$ cat src/shared/atspc_pkg.sv
package atspc_pkg;
	// ****************************************************************
	// register map (word addresses on the bus, byte offset = 4 * index)
	// ****************************************************************
	localparam logic [3:0] ADDR_MODE = 4'h0;
	localparam logic [3:0] ADDR_CHAN = 4'h1;
	localparam logic [3:0] ADDR_RESULT = 4'h2;
	localparam logic [3:0] ADDR_PFMODE = 4'h3;
	localparam logic [3:0] ADDR_PFTHR = 4'h4;
	localparam logic [3:0] ADDR_STATUS = 4'h5;
	localparam int ADDR_LSB = 2;
	localparam int ADDR_MSB = 5;

	// ****************************************************************
	// field positions
	// ****************************************************************
	localparam int MODE_RUN = 7;
	localparam int MODE_SCAN = 6;
	localparam int MODE_STANDBY = 1;
	localparam int MODE_POWER = 0;
	localparam int CHAN_TRG = 7;
	localparam int CHAN_HWSRC = 6;
	localparam int CHAN_EDGE_HI = 5;
	localparam int CHAN_EDGE_LO = 4;
	localparam int PF_EN = 7;
	localparam int PF_POL = 6;
	localparam int RES_W = 10;
	localparam int RES_PAD = 6;
	localparam int CH_W = 3;

	localparam logic [1:0] EDGE_FALL = 2'h0;
	localparam logic [1:0] EDGE_RISE = 2'h1;
	localparam logic [1:0] EDGE_NONE = 2'h2;
	localparam logic [1:0] EDGE_BOTH = 2'h3;

	localparam logic [7:0] RESET_BYTE = 8'h00;
	localparam logic [31:0] RESET_WORD = 32'h0000_0000;

	// time for one conversion, in clock cycles (plain default)
	localparam logic [7:0] CONV_CYCLES = 8'h18;

	typedef enum {ATSPC_IDLE, ATSPC_WAIT, ATSPC_CONV} atspc_state_t;

	typedef struct packed {
		logic [3:0] addr;
		logic [31:0] data;
		logic [3:0] sel;
		logic write;
	} atspc_req_t;
endpackage

$ cat src/rtl/atspc_adc_ctrl.sv
// Design decisions made here: register access over Wishbone and the register offsets.
`timescale 1ns/1ps
// Behaviour
// - trigger select 1, source 0: after run set, wait for pin edge.
// - pin edge type chosen by two edge-select bits starts conversion.
// - external trigger: after conversion, wait for next pin edge.
// - pin edge during conversion restarts conversion from the start.
// - hardware trigger: control write during conversion aborts, back to waiting.
// - trigger select 1, source 1: after run set, timer event starts conversion.
// - timer trigger: after each conversion, idle until next timer event.
// - timer event during conversion restarts it from the beginning.
// - select mode converts channel field only, stores result, raises done.
// - software trigger: control write during conversion restarts immediately.
// - scan mode converts channel 0 up to field, store and done each.
// - scan with hardware trigger: one full sequence per trigger, then wait.
// - scan aborted by register write resumes at channel 0.
// - hardware trigger during scan restarts sequence at channel 0.
// - comparison disabled: done raised at every conversion end.
// - enabled, polarity 0: done only if upper 8 bits >= threshold.
// - enabled, polarity 1: done only if upper 8 bits < threshold.
// - comparison enabled: result always overwritten at conversion end.
// - comparison applies to every result, select and scan mode.
// - converter stops in standby; software should clear run first.
// - result in upper 10 of 16 bits, lower 6 zero; byte view upper 8.
// - trigger select 0: start on run set, repeat until run cleared.
// - 3-bit channel field: channel N select, 0 through N scan.
module atspc_adc_ctrl (
	input wire logic clock,
	input wire logic reset,
	input wire logic wb_cyc_i,
	input wire logic wb_stb_i,
	input wire logic wb_we_i,
	input wire logic [31:0] wb_adr_i,
	input wire logic [31:0] wb_dat_i,
	input wire logic [3:0] wb_sel_i,
	output logic [31:0] wb_dat_o,
	output logic wb_ack_o,
	input wire logic ext_start_pin,
	input wire logic timer_match_event,
	input wire logic standby,
	input wire logic [9:0] sar_data,
	output logic [2:0] analog_channel,
	output logic sample_start,
	output logic conversion_done_irq
);
	// ****************************************************************
	// bus slave
	// ****************************************************************
	atspc_pkg::atspc_req_t req;
	logic [7:0] conv_mode_reg;
	logic [7:0] channel_select_reg;
	logic [7:0] powerfail_mode_reg;
	logic [7:0] powerfail_threshold;
	logic [9:0] result;

	assign req.addr = wb_adr_i[atspc_pkg::ADDR_MSB:atspc_pkg::ADDR_LSB];
	assign req.data = wb_dat_i;
	assign req.sel = wb_sel_i;
	assign req.write = wb_we_i;

	wire busReq = wb_cyc_i && wb_stb_i && !wb_ack_o;
	wire wrLane0 = busReq && req.write && req.sel[0];
	wire wrMode = wrLane0 && (req.addr == atspc_pkg::ADDR_MODE);
	wire wrChan = wrLane0 && (req.addr == atspc_pkg::ADDR_CHAN);
	wire wrPfMode = wrLane0 && (req.addr == atspc_pkg::ADDR_PFMODE);
	wire wrPfThr = wrLane0 && (req.addr == atspc_pkg::ADDR_PFTHR);
	wire ctrlWrite = wrMode || wrChan || wrPfMode || wrPfThr;
	// a write that clears run must not leave a restart pulse behind
	wire runOff = wrMode && !req.data[atspc_pkg::MODE_RUN];

	// ****************************************************************
	// control decode
	// ****************************************************************
	wire convRun = conv_mode_reg[atspc_pkg::MODE_RUN];
	wire scanSelect = conv_mode_reg[atspc_pkg::MODE_SCAN];
	wire startSourceSelect = channel_select_reg[atspc_pkg::CHAN_TRG];
	wire hwStartSource = channel_select_reg[atspc_pkg::CHAN_HWSRC];
	wire [1:0] edgeSel = {channel_select_reg[atspc_pkg::CHAN_EDGE_HI],
		channel_select_reg[atspc_pkg::CHAN_EDGE_LO]};
	wire [2:0] chanField = channel_select_reg[atspc_pkg::CH_W-1:0];
	wire pfEnable = powerfail_mode_reg[atspc_pkg::PF_EN];
	wire pfPolarity = powerfail_mode_reg[atspc_pkg::PF_POL];

	// ****************************************************************
	// trigger pin: two-stage sync then edge compare
	// ****************************************************************
	logic pinMeta;
	logic pinSync;
	logic pinPrev;
	logic timerSync1;
	logic timerSync2;
	always_ff @(posedge clock) begin
		pinMeta <= ext_start_pin;
		pinSync <= pinMeta;
		pinPrev <= pinSync;
	end
	// timer event treated as same-clock pulse
	assign timerSync1 = timer_match_event;
	assign timerSync2 = timerSync1;

	function automatic logic edgeHit(input logic [1:0] sel, input logic cur, input logic prev);
		edgeHit = (sel == atspc_pkg::EDGE_RISE && cur && !prev) ||
			(sel == atspc_pkg::EDGE_FALL && !cur && prev) ||
			(sel == atspc_pkg::EDGE_BOTH && cur != prev);
	endfunction

	wire pinEdge = edgeHit(edgeSel, pinSync, pinPrev);
	wire hwTrigger = startSourceSelect &&
		(hwStartSource ? timerSync2 : pinEdge);

	// ****************************************************************
	// sequencer
	// ****************************************************************
	atspc_pkg::atspc_state_t state;
	atspc_pkg::atspc_state_t next_state;
	logic [7:0] convCount;
	logic [2:0] chan;
	logic [7:0] next_count;
	logic [2:0] next_chan;
	logic next_start;
	logic finish;

	wire active = convRun && !standby;
	wire convEnd = (state == atspc_pkg::ATSPC_CONV) &&
		(convCount == atspc_pkg::CONV_CYCLES) && !ctrlWrite;
	wire lastChan = !scanSelect || (chan == chanField);
	wire [7:0] resultHigh = result[atspc_pkg::RES_W-1:atspc_pkg::RES_W-8];
	wire [7:0] sarHigh = sar_data[atspc_pkg::RES_W-1:atspc_pkg::RES_W-8];
	wire pfPass = !pfEnable ||
		(pfPolarity ? (sarHigh < powerfail_threshold)
			: (sarHigh >= powerfail_threshold));

	always_comb begin
		next_state = state;
		next_count = convCount;
		next_chan = chan;
		next_start = 1'b0;
		finish = 1'b0;
		case (state)
			atspc_pkg::ATSPC_IDLE: begin
				if (active) begin
					next_chan = '0;
					if (startSourceSelect) begin
						next_state = atspc_pkg::ATSPC_WAIT;
					end else begin
						next_state = atspc_pkg::ATSPC_CONV;
						next_count = '0;
						next_start = 1'b1;
					end
				end
			end
			atspc_pkg::ATSPC_WAIT: begin
				if (hwTrigger) begin
					next_state = atspc_pkg::ATSPC_CONV;
					next_count = '0;
					next_chan = '0;
					next_start = 1'b1;
				end
			end
			atspc_pkg::ATSPC_CONV: begin
				if (ctrlWrite) begin
					next_chan = '0;
					next_count = '0;
					if (startSourceSelect) begin
						next_state = atspc_pkg::ATSPC_WAIT;
					end else begin
						next_start = 1'b1;
					end
				end else if (hwTrigger) begin
					next_chan = '0;
					next_count = '0;
					next_start = 1'b1;
				end else if (convEnd) begin
					finish = 1'b1;
					next_count = '0;
					if (!lastChan) begin
						next_chan = chan + 3'h1;
						next_start = 1'b1;
					end else if (startSourceSelect) begin
						next_chan = '0;
						next_state = atspc_pkg::ATSPC_WAIT;
					end else begin
						next_chan = '0;
						next_start = 1'b1;
					end
				end else begin
					next_count = convCount + 8'h01;
				end
			end
			default: next_state = atspc_pkg::ATSPC_IDLE;
		endcase
		if (!active || runOff) begin
			next_state = atspc_pkg::ATSPC_IDLE;
			next_start = 1'b0;
			finish = 1'b0;
		end
	end

	// restarts caused by a write steer the channel that the write just chose
	wire [7:0] modeFresh = wrMode ? req.data[7:0] : conv_mode_reg;
	wire [7:0] chanFresh = wrChan ? req.data[7:0] : channel_select_reg;
	wire [2:0] selChan = modeFresh[atspc_pkg::MODE_SCAN] ? next_chan
		: chanFresh[atspc_pkg::CH_W-1:0];

	always_ff @(posedge clock) begin
		if (reset) begin
			state <= atspc_pkg::ATSPC_IDLE;
			convCount <= '0;
			chan <= '0;
			analog_channel <= '0;
			sample_start <= 1'b0;
			conversion_done_irq <= 1'b0;
			result <= '0;
		end else begin
			state <= next_state;
			convCount <= next_count;
			chan <= next_chan;
			analog_channel <= selChan;
			sample_start <= next_start;
			conversion_done_irq <= finish && pfPass;
			if (finish) begin
				result <= sar_data;
			end
		end
	end

	// ****************************************************************
	// register file
	// ****************************************************************
	logic [31:0] readData;
	always_comb begin
		readData = atspc_pkg::RESET_WORD;
		if (req.addr == atspc_pkg::ADDR_MODE) begin
			readData[7:0] = conv_mode_reg;
		end else if (req.addr == atspc_pkg::ADDR_CHAN) begin
			readData[7:0] = channel_select_reg;
		end else if (req.addr == atspc_pkg::ADDR_RESULT) begin
			readData[15:0] = {result, {atspc_pkg::RES_PAD{1'b0}}};
			readData[23:16] = resultHigh;
		end else if (req.addr == atspc_pkg::ADDR_PFMODE) begin
			readData[7:0] = powerfail_mode_reg;
		end else if (req.addr == atspc_pkg::ADDR_PFTHR) begin
			readData[7:0] = powerfail_threshold;
		end else if (req.addr == atspc_pkg::ADDR_STATUS) begin
			readData[2:0] = chan;
			readData[4] = (state == atspc_pkg::ATSPC_CONV);
			readData[5] = (state == atspc_pkg::ATSPC_WAIT);
		end
	end

	always_ff @(posedge clock) begin
		if (reset) begin
			conv_mode_reg <= atspc_pkg::RESET_BYTE;
			channel_select_reg <= atspc_pkg::RESET_BYTE;
			powerfail_mode_reg <= atspc_pkg::RESET_BYTE;
			powerfail_threshold <= atspc_pkg::RESET_BYTE;
			wb_ack_o <= 1'b0;
			wb_dat_o <= atspc_pkg::RESET_WORD;
		end else begin
			wb_ack_o <= busReq;
			wb_dat_o <= busReq ? readData : atspc_pkg::RESET_WORD;
			if (wrMode) begin
				conv_mode_reg <= req.data[7:0];
			end
			if (wrChan) begin
				channel_select_reg <= req.data[7:0];
			end
			if (wrPfMode) begin
				powerfail_mode_reg <= req.data[7:0];
			end
			if (wrPfThr) begin
				powerfail_threshold <= req.data[7:0];
			end
		end
	end

	// ****************************************************************
	// assertions
	// ****************************************************************
	AST_SW_RESTART: assert property (@(posedge clock) disable iff (reset)
		(state == atspc_pkg::ATSPC_CONV && ctrlWrite && active && !startSourceSelect
			&& !runOff) |=> sample_start && state == atspc_pkg::ATSPC_CONV)
		else $error("software restart missing after control write");
	AST_HW_ABORT: assert property (@(posedge clock) disable iff (reset)
		(state == atspc_pkg::ATSPC_CONV && ctrlWrite && active && startSourceSelect
			&& !runOff) |=> state == atspc_pkg::ATSPC_WAIT && !sample_start)
		else $error("hardware mode did not return to waiting");
	AST_TRIG_RESTART: assert property (@(posedge clock) disable iff (reset)
		(state == atspc_pkg::ATSPC_CONV && hwTrigger && !ctrlWrite && active)
		|=> sample_start && chan == 3'h0 && convCount == 8'h00)
		else $error("trigger did not restart at channel 0");
	AST_WAIT_AFTER: assert property (@(posedge clock) disable iff (reset)
		(finish && lastChan && startSourceSelect) |=> state == atspc_pkg::ATSPC_WAIT)
		else $error("hardware mode kept converting");
	AST_PF_GE: assert property (@(posedge clock) disable iff (reset)
		(finish && pfEnable && !pfPolarity && sarHigh < powerfail_threshold)
		|=> !conversion_done_irq)
		else $error("done raised below threshold");
	AST_PF_LT: assert property (@(posedge clock) disable iff (reset)
		(finish && pfEnable && pfPolarity && sarHigh >= powerfail_threshold)
		|=> !conversion_done_irq)
		else $error("done raised at or above threshold");
	AST_PF_OFF: assert property (@(posedge clock) disable iff (reset)
		(finish && !pfEnable) |=> conversion_done_irq)
		else $error("done missing with comparison off");
	AST_RESULT: assert property (@(posedge clock) disable iff (reset)
		finish |=> result == $past(sar_data))
		else $error("result not overwritten");
	AST_SCAN_STEP: assert property (@(posedge clock) disable iff (reset)
		(finish && !lastChan) |=> chan == $past(chan) + 3'h1 && sample_start)
		else $error("scan did not advance channel");
	AST_STANDBY: assert property (@(posedge clock) disable iff (reset)
		standby |=> state == atspc_pkg::ATSPC_IDLE)
		else $error("converter running in standby");
	AST_ACK: assert property (@(posedge clock) disable iff (reset)
		busReq |=> wb_ack_o ##1 !wb_ack_o)
		else $error("bus ack not one cycle");
	// trigger and sequencing checks; pin edges are judged on synchronised samples
	AST_SW_REPEAT: assert property (@(posedge clock) disable iff (reset)
		(finish && lastChan && !startSourceSelect)
		|=> sample_start && state == atspc_pkg::ATSPC_CONV)
		else $error("software mode did not convert again");
	AST_TIMER_IDLE: assert property (@(posedge clock) disable iff (reset)
		(finish && lastChan && startSourceSelect && hwStartSource) |=> !sample_start)
		else $error("timer mode converted again without an event");
	AST_SCAN_ONCE: assert property (@(posedge clock) disable iff (reset)
		(finish && scanSelect && lastChan && startSourceSelect)
		|=> state == atspc_pkg::ATSPC_WAIT && !sample_start)
		else $error("hardware scan did not stop after the last channel");
	AST_WAIT_QUIET: assert property (@(posedge clock) disable iff (reset)
		(state == atspc_pkg::ATSPC_WAIT && !hwTrigger) |=> !sample_start)
		else $error("conversion started without a trigger");
	AST_EDGE_START: assert property (@(posedge clock) disable iff (reset)
		(state == atspc_pkg::ATSPC_WAIT && active && !runOff && startSourceSelect
			&& !hwStartSource && pinEdge) |=> sample_start)
		else $error("selected pin edge did not start a conversion");
	AST_TIMER_START: assert property (@(posedge clock) disable iff (reset)
		(state == atspc_pkg::ATSPC_WAIT && active && !runOff && startSourceSelect
			&& hwStartSource && timer_match_event) |=> sample_start)
		else $error("timer event did not start a conversion");
	AST_PIN_RESTART: assert property (@(posedge clock) disable iff (reset)
		(state == atspc_pkg::ATSPC_CONV && active && !ctrlWrite && startSourceSelect
			&& !hwStartSource && pinEdge) |=> sample_start && convCount == 8'h00)
		else $error("pin edge did not restart the conversion");
	AST_TIMER_RESTART: assert property (@(posedge clock) disable iff (reset)
		(state == atspc_pkg::ATSPC_CONV && active && !ctrlWrite && startSourceSelect
			&& hwStartSource && timer_match_event) |=> sample_start && convCount == 8'h00)
		else $error("timer event did not restart the conversion");
	AST_SCAN_ABORT: assert property (@(posedge clock) disable iff (reset)
		(state == atspc_pkg::ATSPC_CONV && ctrlWrite && active) |=> chan == 3'h0)
		else $error("aborted scan did not return to channel 0");
	AST_SELECT_CHAN: assert property (@(posedge clock) disable iff (reset)
		(sample_start && !scanSelect) |-> analog_channel == chanField)
		else $error("select mode converted the wrong channel");
	AST_SCAN_CHAN: assert property (@(posedge clock) disable iff (reset)
		(sample_start && scanSelect) |-> analog_channel == chan)
		else $error("scan mode steered the wrong channel");
	// standby or a cleared run bit must silence both pulses
	AST_IDLE_QUIET: assert property (@(posedge clock) disable iff (reset)
		(state == atspc_pkg::ATSPC_IDLE) |-> !sample_start && !conversion_done_irq)
		else $error("idle converter produced activity");
	AST_PF_PASS: assert property (@(posedge clock) disable iff (reset)
		(finish && pfPass) |=> conversion_done_irq)
		else $error("done missing although the comparison passed");
	AST_RES_KEEP: assert property (@(posedge clock) disable iff (reset)
		!finish |=> result == $past(result))
		else $error("result changed without a conversion end");
	AST_RES_LAYOUT: assert property (@(posedge clock) disable iff (reset)
		(busReq && req.addr == atspc_pkg::ADDR_RESULT)
		|=> wb_dat_o[atspc_pkg::RES_PAD-1:0] == '0 && wb_dat_o[23:16] == wb_dat_o[15:8])
		else $error("result word layout wrong");
	AST_DATA_IDLE: assert property (@(posedge clock) disable iff (reset)
		!wb_ack_o |-> wb_dat_o == atspc_pkg::RESET_WORD)
		else $error("read data shown outside ack");
endmodule

$ cat config.mk
export PLATFORM = sky130hd
export DESIGN_NAME = atspc_adc_ctrl
export DESIGN_NICKNAME = d
export VERILOG_FILES = /design/src/shared/atspc_pkg.sv /design/src/rtl/atspc_adc_ctrl.sv
export SDC_FILE = /design/constraint.sdc
export NUM_CORES = 1
export LEC_CHECK = 0
export ABC_AREA = 0
export BUFFER_PORTS_ARGS = -buffer_cell sky130_fd_sc_hd__buf_2
export CAP_MARGIN = 0
export CORE_MARGIN = 2
export CORE_UTILIZATION = 35
export CTS_BUF_LIST = sky130_fd_sc_hd__clkbuf_8 sky130_fd_sc_hd__clkbuf_16
export DETAILED_ROUTE_END_ITERATION = 16
export PLACE_DENSITY = 0.57
export SLEW_MARGIN = 20
export SYNTH_ARGS = -nofsm -noshare
export SYNTH_HDL_FRONTEND = slang
export SYNTH_SLANG_ARGS = --single-unit
$ cat constraint.sdc
create_clock -name clock -period 4.5 [get_ports clock]
set_clock_uncertainty 0.05 [all_clocks]
set_input_delay 0.9 -clock clock [delete_from_list [all_inputs] [get_ports clock]]
set_output_delay 0.9 -clock clock [all_outputs]
set_load 0.05 [all_outputs]
==> impl_metrics.ini, run 1 <==
[status]
status = complete, no violations

[worst_setup_path]
critPathLaunch = wb_adr_i[3]
worstSetupEndpoint = analog_channel[2]
arrival_ns = 2.87
r2r_slack_ns = 2.36
crit_required_ns = 4.69
reg2reg_depth = 6
worstPathMaxFanout = 14
crit-reg2reg-launch = wb_ack_o
worst_r2r_endpoint = analog_channel[2]
worstSetupEndpointType = flop
startpoint_type = input pin
worstSetupPathType = input pin to flop

[global_route]
grt_pass1_vias = 2902
grt_overflow = 0
grt_start_max_net_pins = 55
antenna_found_initial = 0
grt_pass1_wl_mm = 14.4
grtUsageTotal_pct = 16.1

[synth]
synthDominantCellAreaShare_pct = 41.8
syn_inst = 414
synth_cell_type_count = 60
synth_top_cell_by_area = dfxtp_1
synth-edff-count = 0
ys_async_sr_fraction_pct = 0
synthFlopType = dfxtp_1
synth.ff_latch_count = 80
synth_common_cells = dfxtp_1, nor2_1, mux2i_1
yosys-top-cells-area = dfxtp_1, mux2i_1, nor2_1, ha_1, buf_4
synth_warnings = 0
synth.avg_cell_area_um2 = 9.25
synth_most_common_cell = dfxtp_1
synth_seq_area_share_pct = 41.8
synthesis.area_um2 = 3830

[flow_run]
maxCapViolCount = 0

[clock_tree]
cts_tree = built
ctsHoldBuffers = 0
numCtsBuffers = 9
postCtsResizedCells = 0
cts_setup_buffers = 0
cts_root_buf = clkbuf_8
clkLatencyLatePin_ns = 0.36
htree_levels = 3
clkTransAtPathRegs_ns = 0.08
cts_buffer_depth = 2
clock_sinks = 80

[timing]
finalSetupViolCount = 0
slew_viol_final = 0
rsz0062_at_grt = false
hold_viol_final = 0
worst_slew_pin_slew_ns = 0.875
fin_crit_sh_pct = 59.6
slew_headroom_pct = 41.2
min_period_ns = 2.68
setup_ws_ns = 1.82
finalSetupTns_ns = 0
fmax_mhz = 373

[power_and_ir_drop]
ir_drop_mv = 0.253
power-per-cell-area_nw_per_um2 = 315
p_leak_nw = 1.73

[die]
io_pins = 124
dieArea_um2 = 11800
die_x_um = 109
floorplan.initialDensity_pct = 35.6
die_h_um = 109
core_um2 = 10700
core.rowCount = 38

[route]
routed_wl_mm = 9.01
route.detailed.drc = 0
firstDrtPassIters = 4
vias_per_cell = 5.05
antenna_left = 0
wl_per_cell_um = 14.9
num_vias = 3063
drt_iter0_markers = 192

[layout]
reg_top3 = wb_dat_o: 16 flops, result: 10 flops
diodes = 0
final_layout_size_suffix_gt1_share_pct = 19.7
largest_reg_flops = 16
post-route-util_pct = 40.7
top_register = wb_dat_o
n_fill_cell = 1086
area_growth_syn_to_layout_pct = 14.1
nets = 558

[place]
port_buffers = 60
pre_cts_ws_ns = 1.47
hpwl_mm = 6.63
gp_congestion = 0.835

[min_path]
min_path_type = flop to flop
## through the flow
step           cell area [um2]  hold WS [ns]  instances  total power, mW
5_1_grt                   4370         0.289        606             1.43
3_5_place_dp              4160         0.266        590            0.822
6_report                  4370         0.280        606             1.38
4_1_cts                   4370         0.284        606             1.40
3_3_place_gp              4160         0.266        590            0.821
2_1_floorplan             3860         0.260        421            0.796
## placed cells by master, fill, tap and decap left out, types with 3 or more instances in the layout
cell type	count
clkbuf_8	9
o21ai_0	6
a21o_1	4
buf_4	4
nor2b_1	10
nand4_1	9
o31ai_1	3
nand2_1	11
a21oi_1	25
a31oi_1	3
inv_1	18
o22ai_1	6
nor3_1	5
o311a_1	6
mux2i_1	43
conb_1	8
nor2_1	68
xor2_1	8
and2_1	11
dfxtp_1	80
nand2b_1	7
buf_2	60
ha_1	11
## worst max-delay path: stages
cell and delay (ns):
buf_2 0.18, or3_1 0.65, nor3_2 0.47, mux2i_1 0.44, a21o_1 0.18, a21oi_1 0.05
## kinds of logic (layout without fill, tap and decap cells)
group / Yosys count / in the layout / share of synthesized area (%)
AOI/OAI and AO/OA: 75 / 75 / 13.9
xor gates and xnor gates: 9 / 9 / 2.06
adders and majority gates: 11 / 11 / 3.59
buffers and inverters: 51 / 96 / 6.86
DFF: 80 / 80 / 41.8
muxes: 45 / 45 / 11.8
other: 1 / 8 / 0.0979
and+or+nand+nor: 142 / 142 / 19.8
## per-layer routing
metal	GRT usage (%)	up-vias	part of all wire [%]
li1	-	1521	-
met1	21.2	1428	46
met2	24.9	100	46
met3	4.46	14	6.2
met4	6.14	0	1.7
met5	0	-	0
## report_power, final
part / leakage, nW / switching [mW] / internal, mW
combinational: 0.971 / 0.0665 / 0.0270
sequential: 0.645 / 0.00158 / 0.710
clock: 0.112 / 0.264 / 0.309
total: 1.73 / 0.332 / 1.05
## cell type report
type / count / area (um2) / area share [%]
clock buffers: 9 / 124 / 2.83
clock inverters: 7 / 88.8 / 2.03
inverters: 16 / 60.1 / 1.37
multi-input cells: 290 / 1990 / 45.6
flip-flops and latches: 80 / 1600 / 36.6
well taps: 140 / 175 / 4.01
repair buffers: 64 / 330 / 7.56
## how the worst min path moves through the flow
stage | cells after the start | startpoint | end | slack (ns)
2_1_floorplan | 0 | pinMeta | pinSync | 0.26
3_3_place_gp | 0 | pinMeta | pinSync | 0.27
3_5_place_dp | 0 | pinMeta | pinSync | 0.27
4_1_cts | 0 | pinMeta | pinSync | 0.28
5_1_grt | 0 | pinMeta | pinSync | 0.29
6_report | 0 | pinMeta | pinSync | 0.28
Note: power is estimated with default switching activity, not from simulation.
==> run 2, diff against run 1 <==
==> constraint.sdc (replaced) <==
create_clock -name clock -period 2.54 [get_ports clock]
set_clock_uncertainty 0.05 [all_clocks]
set_input_delay 0.508 -clock clock [delete_from_list [all_inputs] [get_ports clock]]
set_output_delay 0.508 -clock clock [all_outputs]
set_load 0.05 [all_outputs]
==> impl_metrics.ini, run 2 (synthesis gave the netlist of run 1 again) <==
[status]
status = complete, no violations

[timing]
finalSetupTns_ns = 0
fmax_mhz = 456
min_period_ns = 2.19
slew_headroom_pct = 55.8
worst_slew_pin_slew_ns = 0.663
hold_viol_final = 0
rsz0062_at_grt = false
slew_viol_final = 0
finalSetupViolCount = 0
fin_crit_sh_pct = 86.4

[power_and_ir_drop]
ir_drop_mv = 0.230
power-per-cell-area_nw_per_um2 = 528
p_leak_nw = 1.76

[global_route]
grt_overflow = 0
grt_pass1_vias = 2897
grt_start_max_net_pins = 26
grt_pass1_wl_mm = 14.6
grtUsageTotal_pct = 16.2
antenna_found_initial = 0

[worst_setup_path]
max_stage_delay_ns = 0.50
cp_cell_sequence = inv_1, ha_1, a21o_1, a21o_1, a211oi_1, mux2i_1, a2111oi_0
r2r_slack_ns = 0.35
worstPathMaxFanout = 2
crit_required_ns = 2.69
arrival_ns = 2.35
worstSetupPathType = flop to flop
worstSetupEndpointType = flop
slowest_stage = a2111oi_0
startpoint_type = flop
critPathTopFamily = compound AO/OA/AOI/OAI gates
path_buf_inv = 1
cp_common_cell = a21o_1

[clock_tree]
postCtsResizedCells = 0
cts_tree = built
cts_setup_buffers = 0
htree_levels = 3
clkLatencyLatePin_ns = 0.35
numCtsBuffers = 9
cts_buffer_depth = 2
ctsHoldBuffers = 0
clock_sinks = 80
clkTransAtPathRegs_ns = 0.08
cts_root_buf = clkbuf_8

[route]
num_vias = 3092
antenna_left = 0
route.detailed.drc = 0
routed_wl_mm = 9.18
vias_per_cell = 5.02
firstDrtPassIters = 4
wl_per_cell_um = 14.9
drt_iter0_markers = 119

[layout]
top_register = wb_dat_o
largest_reg_flops = 16
final_layout_size_suffix_gt1_share_pct = 21.6
final-seq-area_um2 = 1600
n_fill_cell = 1129
multiInputGateArea_um2 = 1990
nets = 568
reg_top3 = wb_dat_o: 16 flops, result: 10 flops
area_growth_syn_to_layout_pct = 15.5
diodes = 0
final_cell_area_um2 = 4420
layout_common_cells = dfxtp_1, nor2_1, buf_2
final_common_cell = dfxtp_1

[place]
hpwl_mm = 6.93
place_area_um2 = 4230
port_buffers = 60
gp_congestion = 0.854

[min_path]
min_path_type = input pin to flop

[die]
floorplan.initialDensity_pct = 35.6
die_h_um = 109
io_pins = 124
core_um2 = 10700
core.rowCount = 38
die_x_um = 109
dieArea_um2 = 11800

[flow_run]
maxCapViolCount = 0
[run 2: cell types whose count changed in the layout (fill, tap and decap cells not counted), sizes merged]
cell	change
buf	+10
clkinvlp	+1
inv	-1
bufinv	-1
clkinv	+1
[run 2: final cells by class]
| cell class | instances | share of cell area (%) |
|---|---|---|
| clock buffer | 9 | 2.80 |
| sequential | 80 | 36.2 |
| tap | 140 | 3.96 |
| timing repair buffer | 74 | 9.17 |
| multi-input combinational | 290 | 45.0 |
| inverter | 16 | 1.36 |
| clock inverter | 7 | 1.44 |
[run 2: per-stage QoR]
| stage | total power, mW | utilization, % | worst slack, ns | instances | hold WS, ns |
|---|---|---|---|---|---|
| final | 2.33 | 41.2 | 0.346 | 616 | 0.212 |
| after global routing | 2.43 | 41.2 | 0.187 | 616 | 0.201 |
| after CTS | 2.38 | 41.2 | 0.310 | 616 | 0.198 |
| after detailed placement | 1.46 | 39.4 | 0.0806 | 600 | 0.265 |
| after global placement | 1.46 | 39.4 | 0.123 | 600 | 0.268 |
| after floorplan | 1.41 | - | 0.424 | 421 | 0.260 |
[run 2: layer usage]
layer	track usage (%)	vias to the layer above	part of all wire, %	routed length (um)
li1	-	1537	-	-
met1	20.8	1459	45	4160
met2	26.7	83	48	4380
met3	3.80	13	5.5	509
met4	5.22	0	1.4	126
met5	0	-	0	0
[run 2: power by group]
group / leakage (nW) / switching, mW / total [mW] / internal (mW)
registers: 0.645 / 0.00280 / 1.26 / 1.26
clock network: 0.0962 / 0.457 / 0.902 / 0.445
logic: 1.02 / 0.120 / 0.172 / 0.0524
[run 2: final timing paths]
check / endpoint / startpoint / cells after the start
worst max-delay path: conversion_done_irq / powerfail_threshold[5] / 7
worst max register to register: conversion_done_irq / powerfail_threshold[5] / 7
worst min-delay path: pinMeta / ext_start_pin / 1
worst min register to register: pinSync / pinMeta / 0
==> run 3, diff against run 2 <==
--- a/config.mk
+++ b/config.mk
@@ -8,11 +8,13 @@
 export ABC_AREA = 0
 export BUFFER_PORTS_ARGS = -buffer_cell sky130_fd_sc_hd__buf_2
 export CAP_MARGIN = 0
-export CORE_MARGIN = 2
-export CORE_UTILIZATION = 35
+export CELL_PAD_IN_SITES_DETAIL_PLACEMENT = 0
+export CELL_PAD_IN_SITES_GLOBAL_PLACEMENT = 1
+export CORE_MARGIN = 5
+export CORE_UTILIZATION = 37
 export CTS_BUF_LIST = sky130_fd_sc_hd__clkbuf_8 sky130_fd_sc_hd__clkbuf_16
 export DETAILED_ROUTE_END_ITERATION = 16
-export PLACE_DENSITY = 0.57
+export PLACE_DENSITY = 0.77
 export SLEW_MARGIN = 20
 export SYNTH_ARGS = -nofsm -noshare
 export SYNTH_HDL_FRONTEND = slang
==> impl_metrics.ini, run 3 (synthesis gave the netlist of run 1 again) <==
[power_and_ir_drop]
ir_drop_mv = 0.305
power_mw = 2.68
p_leak_nw = 1.81
power-per-cell-area_nw_per_um2 = 593

[clock_tree]
ctsHoldBuffers = 0
postCtsResizedCells = 0
clock_sinks = 80
numCtsBuffers = 9
cts_tree = built
cts_setup_buffers = 0
cts_buffer_depth = 2
htree_levels = 3
clkLatencyLatePin_ns = 0.36
clkTransAtPathRegs_ns = 0.08
cts_root_buf = clkbuf_8

[die]
io_pins = 124
core_um2 = 10200
floorplan.initialDensity_pct = 37.4
core.rowCount = 37
die_x_um = 112
dieArea_um2 = 12500
die_h_um = 112

[timing]
slew_headroom_pct = 62.5
setup_ws_ns = 0.381
rsz0062_at_grt = false
worst_slew_pin_slew_ns = 0.562
fmax_mhz = 463
hold_viol_final = 0
min_period_ns = 2.16
fin_crit_sh_pct = 85.0
slew_viol_final = 0
finalSetupViolCount = 0
finalSetupTns_ns = 0

[worst_setup_path]
worstPathMaxFanout = 2
startpoint_type = flop
crit_required_ns = 2.70
worstSetupEndpointType = flop
arrival_ns = 2.32
worstSetupPathType = flop to flop

[route]
num_vias = 3096
vias_per_cell = 5.04
wl_per_cell_um = 15.3
route.detailed.drc = 0
drt_iter0_markers = 203
routed_wl_mm = 9.38
firstDrtPassIters = 4
antenna_left = 0

[layout]
reg_top3 = wb_dat_o: 16 flops, result: 10 flops
final_layout_size_suffix_gt1_share_pct = 22.0
top_register = wb_dat_o
post-route-util_pct = 44.1
final_cells = 614
n_fill_cell = 1020
final_common_cell = dfxtp_1
largest_reg_flops = 16
area_growth_syn_to_layout_pct = 17.8
nets = 570
diodes = 0
layout_common_cells = dfxtp_1, nor2_1, buf_2

[place]
port_buffers = 60
gp_congestion = 0.801
hpwl_mm = 7.11
pre_cts_ws_ns = 0.147
dpl.cell_count = 598

[flow_run]
maxCapViolCount = 0

[global_route]
grtUsageTotal_pct = 15.2
grt_overflow = 0
grt_pass1_vias = 3087
antenna_found_initial = 0
grt_pass1_wl_mm = 15.4
grt_start_max_net_pins = 34

[min_path]
min_path_type = input pin to flop

[status]
status = complete, no violations
## run 3: cell types whose count changed in the layout (fill, tap and decap cells not counted)
cell        change
clkbuf_8        +1
bufinv_16       +3
buf_4           +2
clkinv_2        -3
clkinvlp_4      -1
## run 3: final cells by class
cell class                 count  area [um2]  area share [%]
sequential                    80        1600            35.5
clock inverter                 6         131            2.91
inverter                      16        60.1            1.33
clock buffer                  10         138            3.05
tap                          136         170            3.77
timing repair buffer          76         420            9.32
multi-input combinational    290        1990            44.1
## run 3: final timing paths
path                                from                   to  slack, ns  depth (start not counted)
hold reg to reg                  pinMeta              pinSync       0.28                          0
hold / removal             ext_start_pin              pinMeta       0.21                          1
setup reg to reg  powerfail_threshold[5]  conversion_done_irq       0.38                          7
setup / recovery  powerfail_threshold[5]  conversion_done_irq       0.38                          7
## run 3: metrics by stage
| step | cell area [um2] | hold slack (ns) |
|---|---|---|
| floorplan | 3860 | 0.260 |
| global placement | 4240 | 0.261 |
| detailed placement | 4240 | 0.266 |
| CTS | 4510 | 0.188 |
| global route | 4510 | 0.192 |
| finish | 4510 | 0.205 |
## run 3: power breakdown
group          internal, mW  leakage (nW)  switching (mW)
Clock                 0.776         0.134           0.468
Sequential             1.26         0.645         0.00274
Combinational        0.0525          1.03           0.119
Total                  2.09          1.81           0.590
## run 3: worst max-delay path: stages (launching register included)
cell and delay, ns:
dfxtp_1 0.35, inv_1 0.09, ha_1 0.30, a21o_1 0.18, a21o_1 0.17, a211oi_1 0.29, mux2i_1 0.13, a2111oi_0 0.47
## run 3: routing by layer
metal	wire, um	vias up	GRT usage, %
li1	-	1549	-
met1	4310	1444	19.8
met2	4370	96	24.8
met3	620	7	3.97
met4	80	0	4.54
met5	0	-	0
